==> config.mk <==
export PLATFORM = sky130hd
export DESIGN_NAME = doc_output_ctrl
export DESIGN_NICKNAME = d
export VERILOG_FILES = /design/src/logic/doc_pkg.sv /design/src/logic/doc_pclk_div.sv /design/src/logic/doc_output_ctrl.sv
export SDC_FILE = /design/constraint.sdc
export NUM_CORES = 1
export LEC_CHECK = 0
export CELL_PAD_IN_SITES_DETAIL_PLACEMENT = 2
export CELL_PAD_IN_SITES_GLOBAL_PLACEMENT = 2
export CORE_UTILIZATION = 25
export DETAILED_ROUTE_END_ITERATION = 12
export DONT_BUFFER_PORTS = 1
export PLACE_DENSITY = 0.59
export SYNTH_ARGS = -nofsm -noshare
export SYNTH_HDL_FRONTEND = slang
export SYNTH_SLANG_ARGS = --single-unit
==> constraint.sdc <==
create_clock -name CLK_IN -period 10.7 [get_ports CLK_IN]
set_input_delay 1.07 -clock CLK_IN [delete_from_list [all_inputs] [get_ports CLK_IN]]
set_output_delay 1.07 -clock CLK_IN [all_outputs]
set_load 0.01 [all_outputs]
==> src/logic/doc_pkg.sv <==
// shared constants, register map and types of the display output control block
package doc_pkg;

    localparam int unsigned ADR_W        = 12;
    localparam int unsigned DAT_W        = 32;
    localparam int unsigned LINE_W       = 12;
    localparam int unsigned CHAN_W       = 8;
    localparam int unsigned FIELD_W      = 3;
    localparam int unsigned DIV_W        = 8;

    localparam logic [ADR_W-1:0] OFS_SYNC_A     = 12'h04c;
    localparam logic [ADR_W-1:0] OFS_SYNC_B     = 12'h050;
    localparam logic [ADR_W-1:0] OFS_SWAP       = 12'h054;
    localparam logic [ADR_W-1:0] OFS_ORIENT     = 12'h058;
    localparam logic [ADR_W-1:0] OFS_LINES      = 12'h05c;
    localparam logic [ADR_W-1:0] OFS_DITHER     = 12'h060;
    localparam logic [ADR_W-1:0] OFS_PCLK_DIV   = 12'h070;
    localparam logic [ADR_W-1:0] OFS_LINE_LEN   = 12'h100;
    localparam logic [ADR_W-1:0] OFS_FRAME_LEN  = 12'h104;

    localparam logic [LINE_W-1:0]  RST_SYNC_A    = 12'h000;
    localparam logic [LINE_W-1:0]  RST_SYNC_B    = 12'h00a;
    localparam logic [2:0]         RST_ORIENT    = 3'h0;
    localparam logic [8:0]         RST_LINES     = 9'h000;
    localparam logic               RST_DITHER    = 1'b1;
    localparam logic [DIV_W-1:0]   RST_PCLK_DIV  = 8'h00;
    localparam logic [LINE_W-1:0]  RST_LINE_LEN  = 12'h224;
    localparam logic [LINE_W-1:0]  RST_FRAME_LEN = 12'h124;

    localparam int unsigned RED_LSB = 6;
    localparam int unsigned GRN_LSB = 3;
    localparam int unsigned BLU_LSB = 0;

    localparam logic [1:0] SWAP_CODE_IDLE  = 2'b00;
    localparam logic [1:0] SWAP_CODE_LINE  = 2'b01;
    localparam logic [1:0] SWAP_CODE_FRAME = 2'b10;

    typedef enum logic [1:0] {
        SWAP_IDLE,
        SWAP_AT_LINE,
        SWAP_AT_FRAME
    } doc_swap_t;

    typedef struct packed {
        logic [CHAN_W-1:0] r;
        logic [CHAN_W-1:0] g;
        logic [CHAN_W-1:0] b;
    } doc_rgb_t;

    typedef struct packed {
        logic       phase_a;
        logic       phase_b;
    } doc_fsync_t;

endpackage

==> src/logic/doc_pclk_div.sv <==
// pixel clock divider producing the pixel tick and the pixel clock pin
`timescale 1ns/10ps
`default_nettype none
module doc_pclk_div
    import doc_pkg::*;
(
    input  wire logic             clk_in,
    input  wire logic             rst_n_in,
    input  wire logic [DIV_W-1:0] div_in,
    output var  logic             tick_out,
    output var  logic             pclk_out
);
    logic [DIV_W-1:0] count;
    wire              stopped  = (div_in == '0);
    wire              wrap     = (count >= div_in - 8'h01);
    wire [DIV_W-1:0]  next_count = (stopped || wrap) ? '0 : count + 8'h01;

    always_ff @(posedge clk_in or negedge rst_n_in) begin
        if (!rst_n_in) begin
            count    <= '0;
            tick_out <= 1'b0;
            pclk_out <= 1'b0;
        end else begin
            count    <= next_count;
            tick_out <= !stopped && wrap;
            pclk_out <= !stopped && (next_count < (div_in >> 1));
        end
    end
endmodule
`default_nettype wire

==> src/logic/doc_output_ctrl.sv <==
// display output control: register file, swap handshake, frame sync and colour output
// Function
// - dither bit 1 dithers colour output, 0 passes it plain; bit reads back.
// - line-count register: red bits 8-6, green 5-3, blue 2-0.
// - field zero drives all eight lines; binary 111 drives seven lines.
// - orientation 000-011: landscape, inverted landscape, portrait, inverted portrait.
// - orientation with top bit set selects the mirrored versions.
// - orientation steers only rendered output, never the touch transform.
// - swap code 01 starts the new list when the current line ends.
// - swap code 10 starts the new list when the current frame ends.
// - swap field reads nonzero while pending, zero once buffer is free.
// - phase b sync setting gives its line count right after the phase a lines.
// - phase a sync setting gives its line count at frame start.
// - pixel clock is main clock over 8-bit divisor, except that divisor 1 holds the pin low; zero stops it.
`timescale 1ns/10ps
`default_nettype none
module doc_output_ctrl
    import doc_pkg::*;
(
    input  wire logic             CLK_IN,
    input  wire logic             RST_N_IN,
    input  wire logic             WB_CYC_IN,
    input  wire logic             WB_STB_IN,
    input  wire logic             WB_WE_IN,
    input  wire logic [ADR_W-1:0] WB_ADR_IN,
    input  wire logic [3:0]       WB_SEL_IN,
    input  wire logic [DAT_W-1:0] WB_DAT_IN,
    output var  logic [DAT_W-1:0] WB_DAT_OUT,
    output var  logic             WB_ACK_OUT,
    input  wire doc_rgb_t         PIXEL_IN,
    output var  doc_rgb_t         RGB_OUT,
    output var  logic             PCLK_OUT,
    output var  doc_fsync_t       FSYNC_OUT,
    output var  logic [2:0]       ORIENT_OUT,
    output var  logic             LIST_START_OUT
);
    // registers
    logic [LINE_W-1:0] sync_a;
    logic [LINE_W-1:0] sync_b;
    doc_swap_t         swap;
    logic [2:0]        orient;
    logic [8:0]        lines;
    logic              dither;
    logic [DIV_W-1:0]  pclk_div;
    logic [LINE_W-1:0] line_len;
    logic [LINE_W-1:0] frame_len;
    logic [LINE_W-1:0] hcount;
    logic [LINE_W-1:0] vcount;

    // byte-lane merge of a write into a stored word
    function automatic logic [DAT_W-1:0] merge(input logic [DAT_W-1:0] old_v,
                                               input logic [DAT_W-1:0] new_v,
                                               input logic [3:0] sel);
        logic [DAT_W-1:0] res;
        res = old_v;
        for (int i = 0; i < 4; i++) begin
            if (sel[i]) begin
                res[i*8 +: 8] = new_v[i*8 +: 8];
            end
        end
        return res;
    endfunction

    // mask of driven lines for one colour field
    function automatic logic [CHAN_W-1:0] line_mask(input logic [FIELD_W-1:0] fld);
        logic [3:0] keep;
        keep = (fld == '0) ? 4'h8 : {1'b0, fld};
        return 8'hff << (4'h8 - keep);
    endfunction

    // ordered dither: the 2x2 threshold tops out two lines below the lowest driven line, one line below for a seven-line field
    function automatic logic [CHAN_W-1:0] shade(input logic [CHAN_W-1:0] chan,
                                                input logic [FIELD_W-1:0] fld,
                                                input logic en,
                                                input logic [1:0] thr);
        logic [CHAN_W-1:0] m;
        logic [8:0]        sum;
        logic [CHAN_W-1:0] add;
        m   = line_mask(fld);
        add = 8'h00;
        if (en && m != 8'hff) begin
            add = ({6'h00, thr} << 6) & ~m;
            for (int i = 0; i < 7; i++) begin
                if (!m[i] && m[i+1]) begin
                    add = 8'(({6'h00, thr} << i) >> 2) | add & 8'h00;
                    if (i == 0) begin
                        add = {7'h00, thr[1]};
                    end
                end
            end
        end
        sum = {1'b0, chan} + {1'b0, add};
        return (sum[8] ? 8'hff : sum[7:0]) & m;
    endfunction

    // bus decode
    wire bus_req   = WB_CYC_IN && WB_STB_IN && !WB_ACK_OUT;
    wire bus_wr    = bus_req && WB_WE_IN;
    wire wr_sync_a = bus_wr && (WB_ADR_IN == OFS_SYNC_A);
    wire wr_sync_b = bus_wr && (WB_ADR_IN == OFS_SYNC_B);
    wire wr_swap   = bus_wr && (WB_ADR_IN == OFS_SWAP) && WB_SEL_IN[0];
    wire wr_orient = bus_wr && (WB_ADR_IN == OFS_ORIENT);
    wire wr_lines  = bus_wr && (WB_ADR_IN == OFS_LINES);
    wire wr_dither = bus_wr && (WB_ADR_IN == OFS_DITHER);
    wire wr_div    = bus_wr && (WB_ADR_IN == OFS_PCLK_DIV);
    wire wr_hlen   = bus_wr && (WB_ADR_IN == OFS_LINE_LEN);
    wire wr_vlen   = bus_wr && (WB_ADR_IN == OFS_FRAME_LEN);

    wire [1:0] swap_code = (swap == SWAP_AT_LINE)  ? SWAP_CODE_LINE :
                           (swap == SWAP_AT_FRAME) ? SWAP_CODE_FRAME : SWAP_CODE_IDLE;

    logic [DAT_W-1:0] rd_word;
    always_comb begin
        rd_word = '0;
        unique case (WB_ADR_IN)
            OFS_SYNC_A:    rd_word = {20'h0, sync_a};
            OFS_SYNC_B:    rd_word = {20'h0, sync_b};
            OFS_SWAP:      rd_word = {30'h0, swap_code};
            OFS_ORIENT:    rd_word = {29'h0, orient};
            OFS_LINES:     rd_word = {23'h0, lines};
            OFS_DITHER:    rd_word = {31'h0, dither};
            OFS_PCLK_DIV:  rd_word = {24'h0, pclk_div};
            OFS_LINE_LEN:  rd_word = {20'h0, line_len};
            OFS_FRAME_LEN: rd_word = {20'h0, frame_len};
            default:       rd_word = '0;
        endcase
    end

    // pixel clock and raster counters
    logic tick;
    doc_pclk_div u_div (
        .clk_in   (CLK_IN),
        .rst_n_in (RST_N_IN),
        .div_in   (pclk_div),
        .tick_out (tick),
        .pclk_out (PCLK_OUT)
    );

    wire line_end  = tick && (hcount >= line_len - 12'h001);
    wire frame_end = line_end && (vcount >= frame_len - 12'h001);
    wire [LINE_W-1:0] next_hcount = line_end ? '0 : (tick ? hcount + 12'h001 : hcount);
    wire [LINE_W-1:0] next_vcount = frame_end ? '0 : (line_end ? vcount + 12'h001 : vcount);
    wire [LINE_W:0]   b_end       = {1'b0, sync_a} + {1'b0, sync_b};
    wire              next_ph_a   = ({1'b0, next_vcount} < {1'b0, sync_a});
    wire              next_ph_b   = !next_ph_a && ({1'b0, next_vcount} < b_end);

    // swap handshake: a new request in the boundary cycle wins over completion
    wire swap_done = (swap == SWAP_AT_LINE && line_end) || (swap == SWAP_AT_FRAME && frame_end);
    doc_swap_t next_swap;
    always_comb begin
        next_swap = swap;
        if (swap_done) begin
            next_swap = SWAP_IDLE;
        end
        // codes 00 and 11 are not expected; they leave the field alone
        if (wr_swap && WB_DAT_IN[1:0] == SWAP_CODE_LINE) begin
            next_swap = SWAP_AT_LINE;
        end else if (wr_swap && WB_DAT_IN[1:0] == SWAP_CODE_FRAME) begin
            next_swap = SWAP_AT_FRAME;
        end
    end

    wire [1:0] thr = {hcount[0] ^ vcount[0], vcount[0]};
    doc_rgb_t next_rgb;
    assign next_rgb.r = shade(PIXEL_IN.r, lines[RED_LSB +: FIELD_W], dither, thr);
    assign next_rgb.g = shade(PIXEL_IN.g, lines[GRN_LSB +: FIELD_W], dither, thr);
    assign next_rgb.b = shade(PIXEL_IN.b, lines[BLU_LSB +: FIELD_W], dither, thr);

    wire [DAT_W-1:0] wd_sync_a = merge({20'h0, sync_a}, WB_DAT_IN, WB_SEL_IN);
    wire [DAT_W-1:0] wd_sync_b = merge({20'h0, sync_b}, WB_DAT_IN, WB_SEL_IN);
    wire [DAT_W-1:0] wd_orient = merge({29'h0, orient}, WB_DAT_IN, WB_SEL_IN);
    wire [DAT_W-1:0] wd_lines  = merge({23'h0, lines}, WB_DAT_IN, WB_SEL_IN);
    wire [DAT_W-1:0] wd_dither = merge({31'h0, dither}, WB_DAT_IN, WB_SEL_IN);
    wire [DAT_W-1:0] wd_div    = merge({24'h0, pclk_div}, WB_DAT_IN, WB_SEL_IN);
    wire [DAT_W-1:0] wd_hlen   = merge({20'h0, line_len}, WB_DAT_IN, WB_SEL_IN);
    wire [DAT_W-1:0] wd_vlen   = merge({20'h0, frame_len}, WB_DAT_IN, WB_SEL_IN);

    always_ff @(posedge CLK_IN or negedge RST_N_IN) begin
        if (!RST_N_IN) begin
            WB_ACK_OUT <= 1'b0;
            WB_DAT_OUT <= '0;
        end else begin
            WB_ACK_OUT <= bus_req;
            WB_DAT_OUT <= bus_req ? rd_word : '0;
        end
    end

    always_ff @(posedge CLK_IN or negedge RST_N_IN) begin
        if (!RST_N_IN) begin
            sync_a    <= RST_SYNC_A;
            sync_b    <= RST_SYNC_B;
            orient    <= RST_ORIENT;
            lines     <= RST_LINES;
            dither    <= RST_DITHER;
            pclk_div  <= RST_PCLK_DIV;
            line_len  <= RST_LINE_LEN;
            frame_len <= RST_FRAME_LEN;
        end else begin
            sync_a    <= wr_sync_a ? wd_sync_a[LINE_W-1:0] : sync_a;
            sync_b    <= wr_sync_b ? wd_sync_b[LINE_W-1:0] : sync_b;
            orient    <= wr_orient ? wd_orient[2:0] : orient;
            lines     <= wr_lines ? wd_lines[8:0] : lines;
            dither    <= wr_dither ? wd_dither[0] : dither;
            pclk_div  <= wr_div ? wd_div[DIV_W-1:0] : pclk_div;
            line_len  <= wr_hlen ? wd_hlen[LINE_W-1:0] : line_len;
            frame_len <= wr_vlen ? wd_vlen[LINE_W-1:0] : frame_len;
        end
    end

    always_ff @(posedge CLK_IN or negedge RST_N_IN) begin
        if (!RST_N_IN) begin
            swap           <= SWAP_IDLE;
            hcount         <= '0;
            vcount         <= '0;
            FSYNC_OUT      <= '0;
            RGB_OUT        <= '0;
            ORIENT_OUT     <= RST_ORIENT;
            LIST_START_OUT <= 1'b0;
        end else begin
            swap              <= next_swap;
            hcount            <= next_hcount;
            vcount            <= next_vcount;
            FSYNC_OUT.phase_a <= next_ph_a;
            FSYNC_OUT.phase_b <= next_ph_b;
            RGB_OUT           <= tick ? next_rgb : RGB_OUT;
            // orientation goes to the renderer only; touch mapping has no input from here
            ORIENT_OUT        <= orient;
            LIST_START_OUT    <= swap_done;
        end
    end
endmodule
`default_nettype wire

# ---- After elaboration in Yosys (flattened, before gate mapping)
# Index checks and enable logic that the tools add are counted.
dict set report word_totals {
  mem_bits_rw 0
  regBits 148
  wordCells 209
  latchBits 0
  out_inout_bits 64
  input_bits 77
  mem_count 0
  rom_bits 0
}
dict set report classes {
  magnitude_cmp 6
  div_mod_pow 0
  n_shift 3
  add_sub_neg 13
  mux 42
  bitwise 10
  n_mul 0
  n_eq_ne 16
  n_reduce_logical 91
}
# operator count
set op_table {}
lappend op_table {{8-bit two-way mux} 28}
lappend op_table {{12-bit case mux with 9 select lines} 1}
lappend op_table {{12-bit by 7-bit == test with 1-bit output, second input constant} 7}
lappend op_table {{12-bit two-way mux} 5}
lappend op_table {{8-bit bitwise AND} 6}
lappend op_table {{1-bit logical AND} 46}
lappend op_table {{8-bit by 8-bit adder with 9-bit output} 3}
lappend op_table {{2-bit AND reduction} 13}
lappend op_table {{12-bit by 1-bit adder with 12-bit output, second input constant} 2}
lappend op_table {{12-bit by 9-bit == test with 1-bit output, second input constant} 2}
lappend op_table {{12-bit >= comparator} 2}
lappend op_table {{1-bit zero test} 24}
lappend op_table {{8-bit inequality test, second input constant} 3}
lappend op_table {{8-bit inverter} 3}
lappend op_table {{8-bit by 4-bit << shifter with 8-bit output, first input constant} 3}
lappend op_table {{12-bit by 1-bit subtractor with 12-bit output, second input constant} 2}
lappend op_table {{12-bit by 12-bit adder with 13-bit output} 1}
lappend op_table {{12-bit by 13-bit < comparator with 1-bit output} 1}
lappend op_table {{12-bit < comparator} 1}
lappend op_table {{4-bit two-way mux} 3}
lappend op_table {{4-bit subtractor, first input constant} 3}
lappend op_table {{2-bit two-way mux} 5}
lappend op_table {{3-bit zero test} 3}
lappend op_table {{8-bit by 1-bit adder with 8-bit output, second input constant} 1}
lappend op_table {{other kinds (10)} 13}

# ---- Longest topological paths before layout
dict set report depth {
  word_depth 17
  depth_mapped 22
  depth_no_buf 20
}

# ---- Hierarchy
# A second synthesis with hierarchy kept.
dict set report hier_totals {
  hier_cells 1141
  hier_area_um2 10373.7
}
# module cells_each area_per_inst_um2 instances
set modules_own_cells {}
lappend modules_own_cells {doc_output_ctrl 1042 9497.9 1}
lappend modules_own_cells {doc_pclk_div 99 875.8 1}

# ---- Worst setup path before layout
# Ideal clock, no wire load.
dict set report synth_path {
  path_type {register to register}
  from {reg line_len[7]}
  to {reg FSYNC_OUT[0] in the netlist's numbering}
  arrival_ns 4.103
  setup_time_ns 0.082
  synth_period_minus_slack_ns 4.185
  path_stages_with_launch 20
  path_buffers 2
  setup_slack_ns 6.515
  path_cell_list {dfrtp_1 > or4_1 > nor3_1 > xnor2_1 > ha_1 > and4_1 > nand4_1 > a221oi_2 > o21a_1 > buf_2 > clkbuf_1 > o21ai_0 > nand2_1 > o21ai_0 > ha_1 > a211o_1 > a31o_2 > o21ai_1 > a311oi_1 > a22oi_2}
}
dict set report synth_via {
  elab_chain_len 8
}
# element line
set synth_lines {}
lappend synth_lines {{start: declaration} doc_output_ctrl.sv:45} ;# logic [LINE_W-1:0] line_len;
lappend synth_lines {{start signal: assignment} doc_output_ctrl.sv:205} ;# line_len <= wr_hlen ? wd_hlen[LINE_W-1:0] : line_len;
lappend synth_lines {{12-bit by 1-bit subtractor with 12-bit output *} doc_output_ctrl.sv:139} ;# wire line_end = tick && (hcount >= line_len - 12'h001);
lappend synth_lines {{12-bit >= comparator *} doc_output_ctrl.sv:139}
lappend synth_lines {{1-bit logical AND *} doc_output_ctrl.sv:139}
lappend synth_lines {{12-bit two-way mux / 1-bit logical AND (equally long branches)} {doc_output_ctrl.sv:142, doc_output_ctrl.sv:140}}
lappend synth_lines {{12-bit two-way mux *} doc_output_ctrl.sv:142} ;# wire [LINE_W-1:0] next_vcount = frame_end ? '0 : (line_end ? vcount + 12'h001 : vcount);
lappend synth_lines {{named net next_vcount[4]} doc_output_ctrl.sv:142}
lappend synth_lines {{12-bit < comparator} doc_output_ctrl.sv:144} ;# wire next_ph_a = ({1'b0, next_vcount} < {1'b0, sync_a});
lappend synth_lines {{1-bit zero test} doc_output_ctrl.sv:145} ;# wire next_ph_b = !next_ph_a && ({1'b0, next_vcount} < b_end);
lappend synth_lines {{1-bit logical AND *} doc_output_ctrl.sv:145}
lappend synth_lines {{named net next_ph_b} doc_output_ctrl.sv:145}
lappend synth_lines {{end: declaration} doc_output_ctrl.sv:33} ;# output var doc_fsync_t FSYNC_OUT,
# Mark *: on every way through the listed nets, which the timed path passes. The rest lies on a longest branch.
# A chain may end at the register's enable or synchronous reset.

# ---- Final worst setup path
# Same ends and word-level chain as after synthesis.

==> results_dict.tcl <==
set metrics [dict create \
    vias 8833 \
    seqPwrFrac_pct 45.4 \
    clock-sinks 148 \
    pin_count 141 \
    grt_setup_unrepaired "false" \
    drive_above_1_share_pct 10.12 \
    cts_tree "done" \
    n_fill_cell 4759 \
    netlist_area_um2 10710 \
    path_delay_family "compound AO/OA/AOI/OAI gates" \
    rows 75 \
    initial_core_util_pct 25.42 \
    slew_headroom_pct 32.64 \
    start_kind "register" \
    avgSynthCellArea_um2 9.030 \
    end_kind "register" \
    h-tree-depth 4 \
    first_iter_violations 402 \
    synth_seq_area_share_pct 34.69 \
    yosysUniqueCellTypes 79 \
    synth-edff-count 0 \
    p_int_uw 905.7 \
    switching_share_pct 26.52 \
    status "completed" \
    drc_errors 0 \
    p_switching_uw 326.8 \
    die_height_um 209.0 \
    first_pass_iters 5 \
    cts-root-buf "clkbuf_16" \
    grt_max_degree 149 \
    async_flop_share_pct 100.0 \
    maxCapViolations 0 \
    synthFlopType "dfrtp_1" \
    critical_path.max_fanout 9 \
    crit_start "line_len[7]$_DFFE_PN0P_" \
    die-area_um2 43670 \
    drt_wl_total_um 35980 \
    min_period_ps 5252 \
    synth_largest_area_cell "dfrtp_1" \
    path_clk_slew_ps 80 \
    p_leak_nw 5.379 \
    die_w_um 209.0 \
    cpPeakStageDelay_ps 870 \
    r2r-start "line_len[7]$_DFFE_PN0P_" \
    seqCellArea_um2 3716 \
    worst_clock_skew_ps 11.99 \
    max_freq_ghz 0.1904 \
    cts-resized-gates 0 \
    peakVddDrop_uv 94.63 \
    crit_path_top_delay_cell "o41ai_1" \
    gr-total-overflow 0 \
    cp.arrival_ps 5570 \
    syn_inst 1186 \
    ys_ff_latch 148 \
    cts_buffers 17 \
    postCtsHoldBufs 0 \
    wl_per_cell_um 20.85 \
    track_usage_pct 17.02 \
    critPathBufInv 0 \
    worstMarginPinSlew_ps 1007 \
    io_buffers 0 \
    syn_to_final_growth_pct 10.42 \
    multi_input_area_um2 6385 \
    power.density_nw_per_um2 104.2 \
    setup_viol 0 \
    fin_util_pct 28.07 \
    ant_nets 0 \
    clk_path_buf_depth 2 \
    grt_pass1_wl_um 57170 \
    grt_pass1_vias 9519 \
    hp-class "primary input to async pin" \
    min_period_over_period_pct 49.09 \
    cts_post_setup_buffers_inserted 0 \
    required_ps 11020 \
    power_frac_clock_pct 52.8 \
    insertion_delay_ps 460 \
    finalMaxSlewViolations 0 \
    synth.most_common_cell "dfrtp_1" \
    yosys-top-cells-area "dfrtp_1 (32%), ha_1 (13%), mux2_2 (6.0%)" \
    nets 1362 \
    worst-setup-path-type "register to register" \
    core_um2 42130 \
    critPathMostFrequentCell "a21o_1" \
    finalHoldViolCount 0 \
    reg2regPathDepth 17 \
    globalplace.congestion 0.7844 \
    worstPathCellList "or4_1, nor3_1, xnor2_1, ha_1, and4_1, nand4_1, a221oi_2, o21a_1, nand3_1, o41ai_1, ha_1, a21o_1, a21o_1, a21o_1, a211oi_1, a311oi_1, a22oi_2" \
    yosysWarnings 0 \
    finalSetupTns_ps 0 \
    p_comb_share_pct 1.8 \
    antenna_found_initial 0 \
    cp_num_cells 17 \
    dp_hpwl_um 27500 \
    synthTopCellsByCount "dfrtp_1 (139), ha_1 (108), inv_1 (103)" \
    yosysTopAreaCellShare_pct 32.48 \
    vias_per_cell 5.118 \
]
==> path summary, 6_finish.rpt <==
check / slack [ps] / to
max: 5450 / FSYNC_OUT[0]$_DFF_PN0_
min: 290 / RGB_OUT[15]$_DFFE_PN0P_
max reg2reg: 5450 / FSYNC_OUT[0]$_DFF_PN0_
min reg2reg: 430 / ORIENT_OUT[2]$_DFF_PN0_
max in group asynchronous: 10080 / frame_len[8]$_DFFE_PN1P_
min in group CLK_IN: 430 / ORIENT_OUT[2]$_DFF_PN0_
==> per-layer routing <==
metal / vias to the layer above / wire [µm] / track usage [%] / part of all wire (%)
li1: 4185 / - / - / -
met1: 4515 / 17360 / 22.62 / 48
met2: 107 / 17110 / 28.29 / 48
met3: 26 / 1104 / 3.201 / 3.1
met4: 0 / 402 / 4.234 / 1.1
met5: - / 0 / 0 / 0
==> power groups by stage <==
stage	sequential, mW	clock (mW)	combinational, mW
after CTS	0.560	0.673	0.0219
after floorplan	0.571	0	0.0244
after detailed placement	0.571	0	0.0217
after global placement	0.571	0	0.0208
after global routing	0.560	0.690	0.0249
final	0.560	0.650	0.0220
==> worst register-to-register path: cells and delay by family (launching register included) <==
| kind | cells | cell delay [ps] |
|---|---|---|
| fa+ha+maj | 2 | 600 |
| simple gates | 5 | 1440 |
| xor+xnor | 1 | 110 |
| flops | 1 | 480 |
| compound gates | 9 | 2490 |
==> registers in the layout, summed over array words and instances (netlist names), 2 cells and up <==
| signal | count |
|---|---|
| RGB_OUT | 24 |
| line_len | 12 |
| hcount | 12 |
| pclk_div | 8 |
| sync_b | 12 |
| WB_DAT_OUT | 12 |
| frame_len | 12 |
| vcount | 12 |
| lines | 9 |
| sync_a | 12 |
| u_div.count | 8 |
| FSYNC_OUT | 2 |
| swap | 2 |
| orient | 3 |
| ORIENT_OUT | 3 |
==> cells in the final DEF, fill, tap and decap left out, drive strengths merged, types with 13 or more instances in the layout <==
| cell | count |
|---|---|
| nor2 | 96 |
| nand2b | 18 |
| o211ai | 13 |
| xor2 | 20 |
| ha | 108 |
| a21o | 16 |
| inv | 115 |
| nand4 | 13 |
| nand2 | 100 |
| conb | 22 |
| a21oi | 40 |
| nor4 | 13 |
| mux2 | 57 |
| xnor2 | 45 |
| o21ai | 90 |
| clkbuf | 17 |
| nor3 | 31 |
| nand3 | 30 |
| dfrtp | 139 |
==> cell type report <==
type | instances | area share [%]
multi-input cells | 895 | 53.99
flip-flops and latches | 148 | 31.43
well taps | 539 | 5.703
clock buffers | 17 | 3.598
inverters | 105 | 3.333
clock inverters | 15 | 1.545
repair buffers | 6 | 0.3809
diodes | 1 | 0.02116
==> kinds of logic after synthesis <==
kind of cell | Yosys count | synth area share (%)
muxes | 64 | 6.648
adders and majority gates | 112 | 13.37
xor gates and xnor gates | 65 | 5.316
buffers and inverters | 164 | 6.496
DFF | 148 | 34.69
and+or+nand+nor | 356 | 15.98
other | 1 | 0.03502
AOI/OAI and AO/OA | 276 | 17.47
==> per-stage QoR <==
step	instances	hold slack (ps)	setup slack, ps	area [µm²]	total power, mW
6_report	1726	294.2	5448	11830	1.232
5_1_grt	1725	266.6	4976	11820	1.275
4_1_cts	1725	266.2	5371	11820	1.255
3_5_place_dp	1693	416.0	5419	11210	0.5926
3_3_place_gp	1693	424.6	5249	11210	0.5917
2_1_floorplan	1207	368.1	6515	10790	0.5953
(Power assumes the default switching activity.)
